## src/verilog/rx_stats_pkg.sv

```systemverilog
// constants for the receive statistics register bank
// assumes a 32-bit classic wishbone slave with word index addressing (byte addr = 4*index)
`default_nettype none
package rx_stats_pkg;
    // register indices
    localparam logic [11:0] IDX_REVISION = 12'h940;
    localparam logic [11:0] IDX_SCRATCH = 12'h941;
    localparam logic [11:0] IDX_IDENT_FIRST = 12'h942;
    localparam logic [11:0] IDX_IDENT_NEXT = 12'h943;
    localparam logic [11:0] IDX_IDENT_FINAL = 12'h944;
    localparam logic [11:0] IDX_CONTROL = 12'h945;
    localparam logic [11:0] IDX_STATE = 12'h946;
    localparam logic [11:0] IDX_IRQ_STATUS = 12'h950;
    localparam logic [11:0] IDX_IRQ_MASK = 12'h951;
    localparam logic [11:0] IDX_OCTETS_LOW = 12'h960;
    localparam logic [11:0] IDX_OCTETS_HIGH = 12'h961;
    localparam int ADDR_LSB = 2;
    localparam int ADDR_W = 12;

    // reset values
    localparam logic [31:0] SCRATCH_RESET = 32'h0000_0009;
    localparam logic [31:0] ZERO_WORD = 32'h0000_0000;
    localparam logic [63:0] ZERO_COUNT = 64'h0;

    // control field positions
    localparam int CTL_RESET_ALL = 0;
    localparam int CTL_PARITY_CLR = 1;
    localparam int CTL_SHADOW = 2;
    localparam int CTL_W = 3;
    // state field positions
    localparam int ST_PARITY = 0;
    localparam int ST_PAUSED = 1;
    localparam int ST_W = 2;
    // interrupt events: parity raised, counter wrapped
    localparam int EV_PARITY = 0;
    localparam int EV_WRAP = 1;
    localparam int EV_W = 2;

    // identity words, arbitrary neutral values
    localparam logic [31:0] REVISION_ID = 32'h0000_0001;
    localparam logic [31:0] IDENT_FIRST = 32'h7878_7878;
    localparam logic [31:0] IDENT_NEXT = 32'h7979_7979;
    localparam logic [31:0] IDENT_FINAL = 32'h7a7a_7a7a;

    localparam int INC_W = 16;
    localparam int PAR_W = 64;
endpackage
`default_nettype wire
```

## src/verilog/rx_statistics_control_bank.sv

```systemverilog
// receive statistics control and status register bank with good-octet counter
// assumes synchronous increment inputs and a classic wishbone master on core_clk
//
// Operation
// - A 32-bit scratch register reads back what was written and resets to 0x09.
// - Three read-only identifier words give the variant string in first, next, final order.
// - While shadow request is set, reads return a frozen snapshot while counters keep counting.
// - Writing one to parity clear clears the parity flag and the bit returns to zero itself.
// - Writing one to reset-all clears every statistics count at once and self-clears.
// - Only control bits 2..0 exist; bits 31..3 are reserved.
// - Paused status reads one exactly while shadow request is set.
// - Parity status reads one once any counter parity error is seen; bits 31..2 reserved.
// - A 64-bit good-octet count is read as a low word and a high word.
// - Each cycle with the strobe high adds the 16-bit increment to the good-octet count, except the cycle in which reset-all clears it.
// - A read-only revision word sits just below the scratch register.
//
// Design decision made here: register access over Wishbone.
`default_nettype none
module rx_statistics_control_bank
    import rx_stats_pkg::*;
(
    // clock and reset
    input wire logic core_clk,
    input wire logic rst_b,
    // wishbone slave
    input wire logic wb_cyc_i,
    input wire logic wb_stb_i,
    input wire logic wb_we_i,
    input wire logic [ADDR_W+ADDR_LSB-1:0] wb_adr_i,
    input wire logic [3:0] wb_sel_i,
    input wire logic [31:0] wb_dat_i,
    output logic [31:0] wb_dat_o,
    output logic wb_ack_o,
    // receive mac increments
    input wire logic [INC_W-1:0] good_octet_increment,
    input wire logic good_octet_increment_strobe,
    // interrupt
    output logic irq
);

    typedef struct packed {
        logic [31:0] scratch;
        logic [CTL_W-1:0] control;
        logic parity_err;
        logic [63:0] octets;
        logic octets_par;
        logic [63:0] snapshot;
        logic [EV_W-1:0] irq_status;
        logic [EV_W-1:0] irq_mask;
        logic [31:0] dat;
        logic ack;
        logic irq;
    } state_t;

    state_t s_reg;
    state_t s_next;

    logic req;
    logic wr;
    logic [ADDR_W-1:0] idx;
    logic [31:0] wmask;
    logic [31:0] wdata;
    logic [31:0] rdata;
    logic [63:0] visible;
    logic [63:0] sum;
    logic wrap;
    logic par_bad;
    logic [EV_W-1:0] events;

    // ********************************
    // bus decode
    // ********************************
    assign req = wb_cyc_i & wb_stb_i & ~s_reg.ack;
    assign wr = req & wb_we_i;
    assign idx = wb_adr_i[ADDR_W+ADDR_LSB-1:ADDR_LSB];
    assign wmask = {{8{wb_sel_i[3]}}, {8{wb_sel_i[2]}}, {8{wb_sel_i[1]}}, {8{wb_sel_i[0]}}};
    assign wdata = wb_dat_i & wmask;

    assign visible = s_reg.control[CTL_SHADOW] ? s_reg.snapshot : s_reg.octets;

    // ********************************
    // read mux
    // ********************************
    always_comb begin
        case (idx)
            IDX_REVISION: rdata = REVISION_ID;
            IDX_SCRATCH: rdata = s_reg.scratch;
            IDX_IDENT_FIRST: rdata = IDENT_FIRST;
            IDX_IDENT_NEXT: rdata = IDENT_NEXT;
            IDX_IDENT_FINAL: rdata = IDENT_FINAL;
            IDX_CONTROL: rdata = {29'h0, s_reg.control};
            IDX_STATE: rdata = {30'h0, s_reg.control[CTL_SHADOW], s_reg.parity_err};
            IDX_IRQ_STATUS: rdata = {30'h0, s_reg.irq_status};
            IDX_IRQ_MASK: rdata = {30'h0, s_reg.irq_mask};
            IDX_OCTETS_LOW: rdata = visible[31:0];
            IDX_OCTETS_HIGH: rdata = visible[63:32];
            default: rdata = ZERO_WORD;
        endcase
    end

    // ********************************
    // counter arithmetic
    // ********************************
    // add increment on strobe
    assign sum = s_reg.octets + {48'h0, good_octet_increment};
    assign wrap = good_octet_increment_strobe & (sum < s_reg.octets);
    // parity of the stored count checked against its kept parity bit
    assign par_bad = (^s_reg.octets) != s_reg.octets_par;

    always_comb begin
        s_next = s_reg;
        events = '0;
        s_next.ack = req;
        s_next.dat = req ? rdata : ZERO_WORD;

        s_next.control[CTL_PARITY_CLR] = 1'b0;
        s_next.control[CTL_RESET_ALL] = 1'b0;

        if (good_octet_increment_strobe) begin
            s_next.octets = sum;
            s_next.octets_par = ^sum;
        end

        if (s_reg.control[CTL_RESET_ALL]) begin
            s_next.octets = ZERO_COUNT;
            s_next.octets_par = 1'b0;
            s_next.snapshot = ZERO_COUNT;
        end

        if (s_reg.control[CTL_PARITY_CLR] | s_reg.control[CTL_RESET_ALL]) begin
            s_next.parity_err = 1'b0;
        end
        if (par_bad) begin
            s_next.parity_err = 1'b1;
        end
        events[EV_PARITY] = par_bad & ~s_reg.parity_err;
        events[EV_WRAP] = wrap;

        if (wr) begin
            case (idx)
                IDX_SCRATCH: s_next.scratch = (s_reg.scratch & ~wmask) | wdata;
                IDX_CONTROL: begin
                    if (wb_sel_i[0]) begin
                        s_next.control = wb_dat_i[CTL_W-1:0];
                        if (wb_dat_i[CTL_SHADOW] & ~s_reg.control[CTL_SHADOW]) begin
                            s_next.snapshot = s_reg.octets;
                        end
                    end
                end
                IDX_IRQ_STATUS: begin
                    if (wb_sel_i[0]) begin
                        s_next.irq_status = s_reg.irq_status & ~wb_dat_i[EV_W-1:0];
                    end
                end
                IDX_IRQ_MASK: begin
                    if (wb_sel_i[0]) begin
                        s_next.irq_mask = wb_dat_i[EV_W-1:0];
                    end
                end
                default: begin
                end
            endcase
        end

        // events win over clears
        s_next.irq_status = s_next.irq_status | events;
        s_next.irq = |(s_next.irq_status & s_next.irq_mask);
    end

    // ********************************
    // state register
    // ********************************
    always_ff @(posedge core_clk or negedge rst_b) begin
        if (!rst_b) begin
            s_reg <= '0;
            s_reg.scratch <= SCRATCH_RESET;
        end else begin
            s_reg <= s_next;
        end
    end

    assign wb_dat_o = s_reg.dat;
    assign wb_ack_o = s_reg.ack;
    assign irq = s_reg.irq;

endmodule
`default_nettype wire

```

## config.mk

```make
export PLATFORM = sky130hd
export DESIGN_NAME = rx_statistics_control_bank
export DESIGN_NICKNAME = d
export VERILOG_FILES = /design/src/verilog/rx_stats_pkg.sv /design/src/verilog/rx_statistics_control_bank.sv
export SDC_FILE = /design/constraint.sdc
export NUM_CORES = 1
export LEC_CHECK = 0
export ABC_AREA = 1
export BUFFER_PORTS_ARGS = -buffer_cell sky130_fd_sc_hd__buf_2
export CAP_MARGIN = 20
export CORE_ASPECT_RATIO = 1.5
export CORE_MARGIN = 8
export CORE_UTILIZATION = 45
export DETAILED_ROUTE_END_ITERATION = 8
export PLACE_DENSITY = 0.69
export RECOVER_POWER = 25
export SETUP_SLACK_MARGIN = 0.4
export SLEW_MARGIN = 25
export SYNTH_ARGS = -nofsm -noshare
export SYNTH_HDL_FRONTEND = slang
export SYNTH_SLANG_ARGS = --single-unit
```

## constraint.sdc

```tcl
create_clock -name core_clk -period 6.7 [get_ports core_clk]
set_input_delay 1.675 -clock core_clk [delete_from_list [all_inputs] [get_ports core_clk]]
set_output_delay 1.675 -clock core_clk [all_outputs]
set_load 0.05 [all_outputs]
```

==> results of run 1 <==
==> worst reg2reg max path, delay by kind of cell, from the launching register on <==
kind / cells / cell delay (ps)
compound gates: 1 / 100
xor+xnor: 1 / 160
fa+ha+maj: 2 / 820
buf+inv: 2 / 230
flops: 1 / 400
simple gates: 22 / 3040
==> final cells by class <==
type / instances / area (µm²)
fillers: 3152 / 15900
multi-input cells: 1449 / 7940
flip-flops and latches: 203 / 5090
inverters: 281 / 1050
clock buffers: 33 / 632
repair buffers: 115 / 618
well taps: 410 / 513
clock inverters: 7 / 82.6
==> worst paths after layout <==
kind,from,to,slack (ps),depth (start not counted)
max in group asynchronous,rst_b,s_reg[170]$_DFFE_PN0P_,2450,1
hold reg to reg,s_reg[169]$_DFF_PN0_,s_reg[167]$_DFFE_PN0P_,470,1
hold / removal,s_reg[169]$_DFF_PN0_,s_reg[167]$_DFFE_PN0P_,470,1
setup reg to reg,s_reg[105]$_DFFE_PN0P_,irq$_DFF_PN0_,1820,28
setup / recovery,good_octet_increment[2],irq$_DFF_PN0_,1000,29
min in group asynchronous,rst_b,s_reg[105]$_DFFE_PN0P_,2080,1
==> metrics by stage <==
stage	total power [mW]	util
floorplan	3.82	-
global placement	4.69	0.478
detailed placement	4.76	0.478
CTS	5.99	0.501
global route	6.45	0.500
finish	5.97	0.500
==> cells by family after synthesis <==
logic type,synth area share
XOR/XNOR,0.0523
adder cells (fa/ha/maj),0.0676
buffers and inverters,0.105
multiplexers,0.0225
flip-flops,0.350
AND/OR/NAND/NOR,0.280
AO/OA/AOI/OAI,0.123
==> power breakdown <==
part | switching, mW | leakage [nW] | internal [mW]
Sequential | 0.136 | 2.74 | 1.34
Clock | 0.523 | 0.338 | 0.696
Combinational | 2.12 | 5.18 | 1.15
Total | 2.78 | 8.26 | 3.18
==> synth_stat cells, types with 11 or more instances <==
| cell | instances | area [µm²] |
|---|---|---|
| a221oi_1 | 11 | 96.3 |
| a41oi_1 | 18 | 158 |
| nand3_1 | 162 | 811 |
| nor2_1 | 135 | 507 |
| o21ai_0 | 121 | 606 |
| buf_4 | 33 | 248 |
| clkbuf_1 | 50 | 188 |
| ha_1 | 77 | 963 |
| a21oi_1 | 29 | 145 |
| xnor2_1 | 51 | 447 |
| a31oi_1 | 33 | 206 |
| nand2_1 | 566 | 2120 |
| o22ai_1 | 62 | 388 |
| nand4_1 | 29 | 181 |
| inv_1 | 266 | 998 |
| xor2_1 | 34 | 298 |
| nand2_2 | 11 | 68.8 |
| mux2_2 | 29 | 327 |
| dfrtp_1 | 201 | 5030 |
| nor3_1 | 22 | 110 |
==> layer usage <==
| metal | vias up | global-route usage | part of all wire |
|---|---|---|---|
| met2 | 344 | 0.417 | 0.50 |
| met3 | 103 | 0.0218 | 0.042 |
| met1 | 6463 | 0.270 | 0.40 |
| met4 | 0 | 0.124 | 0.055 |
| li1 | 6742 | - | - |
| met5 | - | 0 | 0 |
==> cells in the final DEF, fill, tap and decap left out, types with 29 or more instances in the layout <==
master	netlist	routed
inv_1	266	265
a31oi_1	33	33
nand3_1	162	162
mux2_2	29	29
buf_2	0	102
nor2_1	135	132
o22ai_1	62	62
xnor2_1	51	51
xor2_1	34	34
ha_1	77	77
a21oi_1	29	29
nand2_1	566	565
nand4_1	29	29
o21ai_0	121	121
dfrtp_1	201	200
==> summary.md, run 1 <==
| Metric | Value |
|---|---|
| RSZ-0062 raised after global routing | `false` |
| Ys async rst share | `1.00` |
| Hpwl dp | `35.4 mm` |
| Crit path DAT | `6120 ps` |
| GRT overflow | `0` |
| Root Buffer | `clkbuf_16` |
| Static Leakage | `8.26 nW` |
| Insertion delay to the later sink of the worst-skew pair | `530 ps` |
| Vias in the first global route | `13600` |
| Sinks on the clock net | `203` |
| Mapped Avg Cell Area | `7.18 µm²` |
| Violated checks | `max-capacitance violations, max-slew violations` |
| Area Growth Syn to Fin | `9.56%` |
| Clk slew on worst S/H paths | `~60 ps` |
| Critical path type | `in -> reg` |
| Sequential area share after synthesis | `0.350` |
| Routed length per instance | `18.1 µm` |
| Min Tclk post-route | `5700 ps` |
| Initial antenna violation count | `0` |
| Setup-failing EPs final | `0` |
| Rows | `80` |
| I/O pin count | `106` |
| Cells after DPL | `2458` |
| GRT Overall Usage | `0.234` |
| Skew final | `11.7 ps` |
| CTS resizes | `0` |
| Period utilization | `0.851` |
| CTS tree | `built` |
| Post-route ant nets | `0` |
| Cts hold-fix bufs | `0` |
| Layout cell share with drive strength beyond 1 | `0.108` |
| Crit-path max FO | `7` |
| Synthesized cell area | `0.0145 mm²` |
| Yosys reg bits | `about 200` |
| Top_reg_cell synth | `dfrtp_1` |
| Core area | `~0.032 mm²` |
| Slew at the pin closest to its max-slew limit | `3040 ps` |
| CP max-delay cell | `ha_1` |
| Initial core utilization | `0.457` |
| Crit. End Element | `flop` |
| Drt pass-1 iters | `5` |
| Hold Violations, Final | `0` |
| Setup bufs post-CTS | `0` |
| Remaining DRCs | `0` |
| Routability cong. | `0.929` |
| Slew Limit Fails | `111` |
| Fmax | `175 MHz` |
| Post-synth EDFFs | `0` |
| H-tree levels | `1` |
| Global-route wire length before repair | `72.0 mm` |
| Ys Warns | `0` |
| I/O Buffers | `around 100` |
| Max cap viols | `1` |
| Slew headroom | `-1.03` |
| Height of the chip | `236 µm` |
| Critical path's most frequent cell | `nand2_1` |
| Design area | `0.0159 mm²` |
| Die width | `163 µm` |
| Cells after synthesis | `2025` |
| Post-DP Area | `around 0.015 mm²` |
| Post-Layout Cell Count | `approximately 2500` |
| Fin Setup TNS | `0 ps` |
| Post-place setup slack | `435 ps` |
| Cts bufs inserted | `22` |
| Clk buf depth | `3` |
| CP peak stage delay | `450 ps` |
| CP bufs+invs | `3` |
| Synth Net Count | `2175` |
| Hold WS | `465 ps` |
| Vias post-DR | `13700` |
| Max rail drop VDD | `0.000225 V` |
| Top Family by Delay on Critical Path | `simple AND/OR/NAND/NOR gates` |
| Outcome | `finished with violations` |
| Vias per cell | `5.47` |
| DR iter-0 viols | `947` |
| Power per standard cell area | `about 370 mW/mm²` |
| Crit path required time | `about 7100 ps` |
| Largest net degree at the start of global routing | `between 100 and 150` |
| Final worst setup slack | `997 ps` |
| Nets | `2222` |
| Final WL | `45.1 mm` |
| Yosys cell types | `50` |
| # diodes | `0` |
| CP startpoint kind | `primary input` |
| Die area | `0.0384 mm²` |
| Worst Hold Class | `reg -> reg` |
Power figures use the tool's default switching activity.
==> run 2, diff against run 1 <==
--- a/config.mk
+++ b/config.mk
@@ -7,12 +7,11 @@
 export LEC_CHECK = 0
 export ABC_AREA = 1
 export BUFFER_PORTS_ARGS = -buffer_cell sky130_fd_sc_hd__buf_2
-export CAP_MARGIN = 20
 export CORE_ASPECT_RATIO = 1.5
 export CORE_MARGIN = 8
 export CORE_UTILIZATION = 45
 export DETAILED_ROUTE_END_ITERATION = 8
-export PLACE_DENSITY = 0.69
+export PLACE_DENSITY = 0.74
 export RECOVER_POWER = 25
 export SETUP_SLACK_MARGIN = 0.4
 export SLEW_MARGIN = 25
==> run 2 against run 1 <==
Compared with the run above: the flow still finishes with violations (max-capacitance violations, max-slew violations); critical endpoint unchanged; largest power group unchanged; largest cell class unchanged; worst setup slack got worse by 160 ps; sequential share of layout area decreased by 0.11 points; cell count unchanged; die area unchanged; non-clock buffer count unchanged; worst hold slack got worse by 15 ps.
==> summary.md, run 2 (same netlist as run 1, synthesis figures left out) <==
| Metric | Value |
|---|---|
| Outcome | `finished with violations` |
| Violated checks | `max-capacitance violations, max-slew violations` |
| Slew at the pin closest to its max-slew limit | `3850 ps (+813 ps)` |
| Most frequent cells in the layout | `nand2_1, inv_1, dfrtp_1` |
| Cts bufs inserted | `22 (unchanged)` |
| Initial core utilization | `0.457 (unchanged)` |
| Reg2reg end | `irq$_DFF_PN0_` |
| Routability cong. | `1.00 (+8.0%)` |
| Reg-to-reg slack, setup | `1620 ps (-200 ps)` |
| Clk buf depth | `3 (unchanged)` |
| DR iter-0 viols | `1105 (+17%)` |
| Vias per cell | `5.59 (+2.4%)` |
| Critical Path End | `irq$_DFF_PN0_` |
| CP startpoint | `good_octet_increment[0]` |
| Post-DP Area | `0.0152 mm² (about the same)` |
| Max cap viols | `1 (unchanged)` |
| Crit-path max FO | `5 (-2)` |
| Vias post-DR | `14000 (+2.4%)` |
| Period utilization | `0.876 (+0.0244)` |
| Vias in the first global route | `13800 (+2.0%)` |
| GRT Overall Usage | `0.235 (+0.000702)` |
| Net Switching | `2.83 mW (+1.5%)` |
| Min-Delay Path Depth | `1 (unchanged)` |
| Commonest non-fill, non-tap cell in the layout | `nand2_1` |
| Skew final | `25.0 ps (+13.2 ps)` |
| Slew Limit Fails | `64 (-42%)` |
| CTS tree | `built` |
| Clock share of power | `0.213 (+0.009)` |
| Layout cell share with drive strength beyond 1 | `0.110 (+0.00144)` |
| Crit. End Element | `flop` |
| Remaining DRCs | `0 (unchanged)` |
| Total chip power | `6.06 mW (+1.5%)` |
| GRT overflow | `0 (unchanged)` |
| Design area | `0.0160 mm² (+0.35%)` |
| Worst Hold Class | `reg -> reg` |
| Sw Share | `0.466 (about the same)` |
| Hpwl dp | `35.3 mm (-0.38%)` |
| Sinks on the clock net | `203 (unchanged)` |
| Min Tclk post-route | `5870 ps (+164 ps)` |
| I/O Buffers | `103 (unchanged)` |
| Final WL | `45.7 mm (+1.4%)` |
| Power per standard cell area | `379 mW/mm² (+1.2%)` |
| Initial antenna violation count | `0 (unchanged)` |
| Slew headroom | `-1.57 (-0.542)` |
| R2R depth | `27 (-3.6%)` |
| Die width | `163 µm (unchanged)` |
| Setup-failing EPs final | `0 (unchanged)` |
| Insertion delay to the later sink of the worst-skew pair | `530 ps (about the same)` |
| Routed length per instance | `18.3 µm (+1.4%)` |
| Post-route ant nets | `0 (unchanged)` |
| Cells after DPL | `2458 (unchanged)` |
| Rows | `80 (unchanged)` |
| Largest net degree at the start of global routing | `141 (+26%)` |
| CP startpoint kind | `primary input` |
| Post-Layout Cell Count | `2498 (unchanged)` |
| Clk slew on worst S/H paths | `70 ps (about the same)` |
| RR Startpoint | `s_reg[103]$_DFFE_PN0P_` |
| Crit path DAT | `6300 ps (+180 ps)` |
| Crit path required time | `7130 ps (+20 ps)` |
| I/O pin count | `106 (unchanged)` |
| Core area | `0.0318 mm² (unchanged)` |
| Max rail drop VDD | `0.000176 V (-22%)` |
| RSZ-0062 raised after global routing | `false` |
| Area Growth Syn to Fin | `9.94%` |
| Final worst setup slack | `833 ps (-164 ps)` |
| Setup bufs post-CTS | `0 (unchanged)` |
| Nets | `2222 (unchanged)` |
| # diodes | `0 (unchanged)` |
| Combinational power share | `0.543 (-0.006)` |
| Height of the chip | `236 µm (unchanged)` |
| Root Buffer | `clkbuf_16` |
| Fin Setup TNS | `0 ps (unchanged)` |
| Post-place setup slack | `262 ps (-173 ps)` |
| Pint | `3.23 mW (+1.6%)` |
| Hold Violations, Final | `0 (unchanged)` |
| H-tree levels | `1 (unchanged)` |
| Global-route wire length before repair | `72.8 mm (+1.1%)` |
| Drt pass-1 iters | `5 (unchanged)` |
| Reg power frac | `0.244 (-0.003)` |
| Critical path type | `in -> reg` |
| Fmax | `170 MHz (-2.8%)` |
| Die area | `0.0384 mm² (unchanged)` |
| Static Leakage | `8.29 nW (+0.38%)` |
-- run 2: worst min path at each step --
stage                          from                     end  slack, ps
2_1_floorplan  s_reg[169]$_DFF_PN0_  s_reg[167]$_DFFE_PN0P_        420
3_3_place_gp   s_reg[169]$_DFF_PN0_  s_reg[167]$_DFFE_PN0P_        430
3_5_place_dp   s_reg[169]$_DFF_PN0_  s_reg[167]$_DFFE_PN0P_        450
4_1_cts        s_reg[169]$_DFF_PN0_  s_reg[167]$_DFFE_PN0P_        460
5_1_grt        s_reg[169]$_DFF_PN0_  s_reg[167]$_DFFE_PN0P_        480
6_report       s_reg[169]$_DFF_PN0_  s_reg[167]$_DFFE_PN0P_        450
-- run 2: metal layers --
layer	part of all wire	track usage	vias to the layer above
li1	-	-	6730
met1	0.38	0.258	6659
met2	0.51	0.422	445
met3	0.053	0.0267	142
met4	0.063	0.144	0
met5	0	0	-
-- run 2: final cells by class --
cell class	instances	area, µm²
repair buffers	115	617
inverters	281	1050
clock buffers	30	631
well taps	410	513
fillers	3090	15800
flip-flops and latches	203	5090
clock inverters	10	136
multi-input cells	1449	7950
-- run 2: repair_timing --
action,in CTS,in global routing
hold buffers,0,0
resized for setup,0,1
setup endpoints to repair,0,3
-- run 2: per-stage QoR --
| step | util | hold slack, ps |
|---|---|---|
| floorplan | - | 422 |
| global placement | 0.478 | 432 |
| detailed placement | 0.478 | 446 |
| CTS | 0.502 | 456 |
| global route | 0.502 | 477 |
| finish | 0.502 | 451 |
-- run 2: worst max-delay path: stages --
cell and delay (ps):
buf_2 80, ha_1 250, fa_1 350, nand2_1 90
nand3_1 90, nand2_1 70, clkinv_1 60, nand4_1 110
nand2_1 120, nand2_1 80, o211ai_2 90, nand2_2 140
nor3_2 270, nand3_1 230, nor3_1 300, nand3_1 280
nor4_2 240, ha_1 330, xor2_1 220, nand4_1 190
nor2_1 220, nand2_1 120, nor2_1 110, nand2_1 60
nand4_1 240, nand2_1 130, nand2_1 80, nand2_1 50
-- run 2: power by group through the flow --
stage | Sequential, mW | Clock [mW] | Combinational [mW]
4_1_cts | 1.47 | 1.31 | 3.26
2_1_floorplan | 1.45 | 0 | 2.37
3_5_place_dp | 1.49 | 0 | 3.25
6_report | 1.48 | 1.29 | 3.29
5_1_grt | 1.49 | 1.36 | 3.67
3_3_place_gp | 1.49 | 0 | 3.16
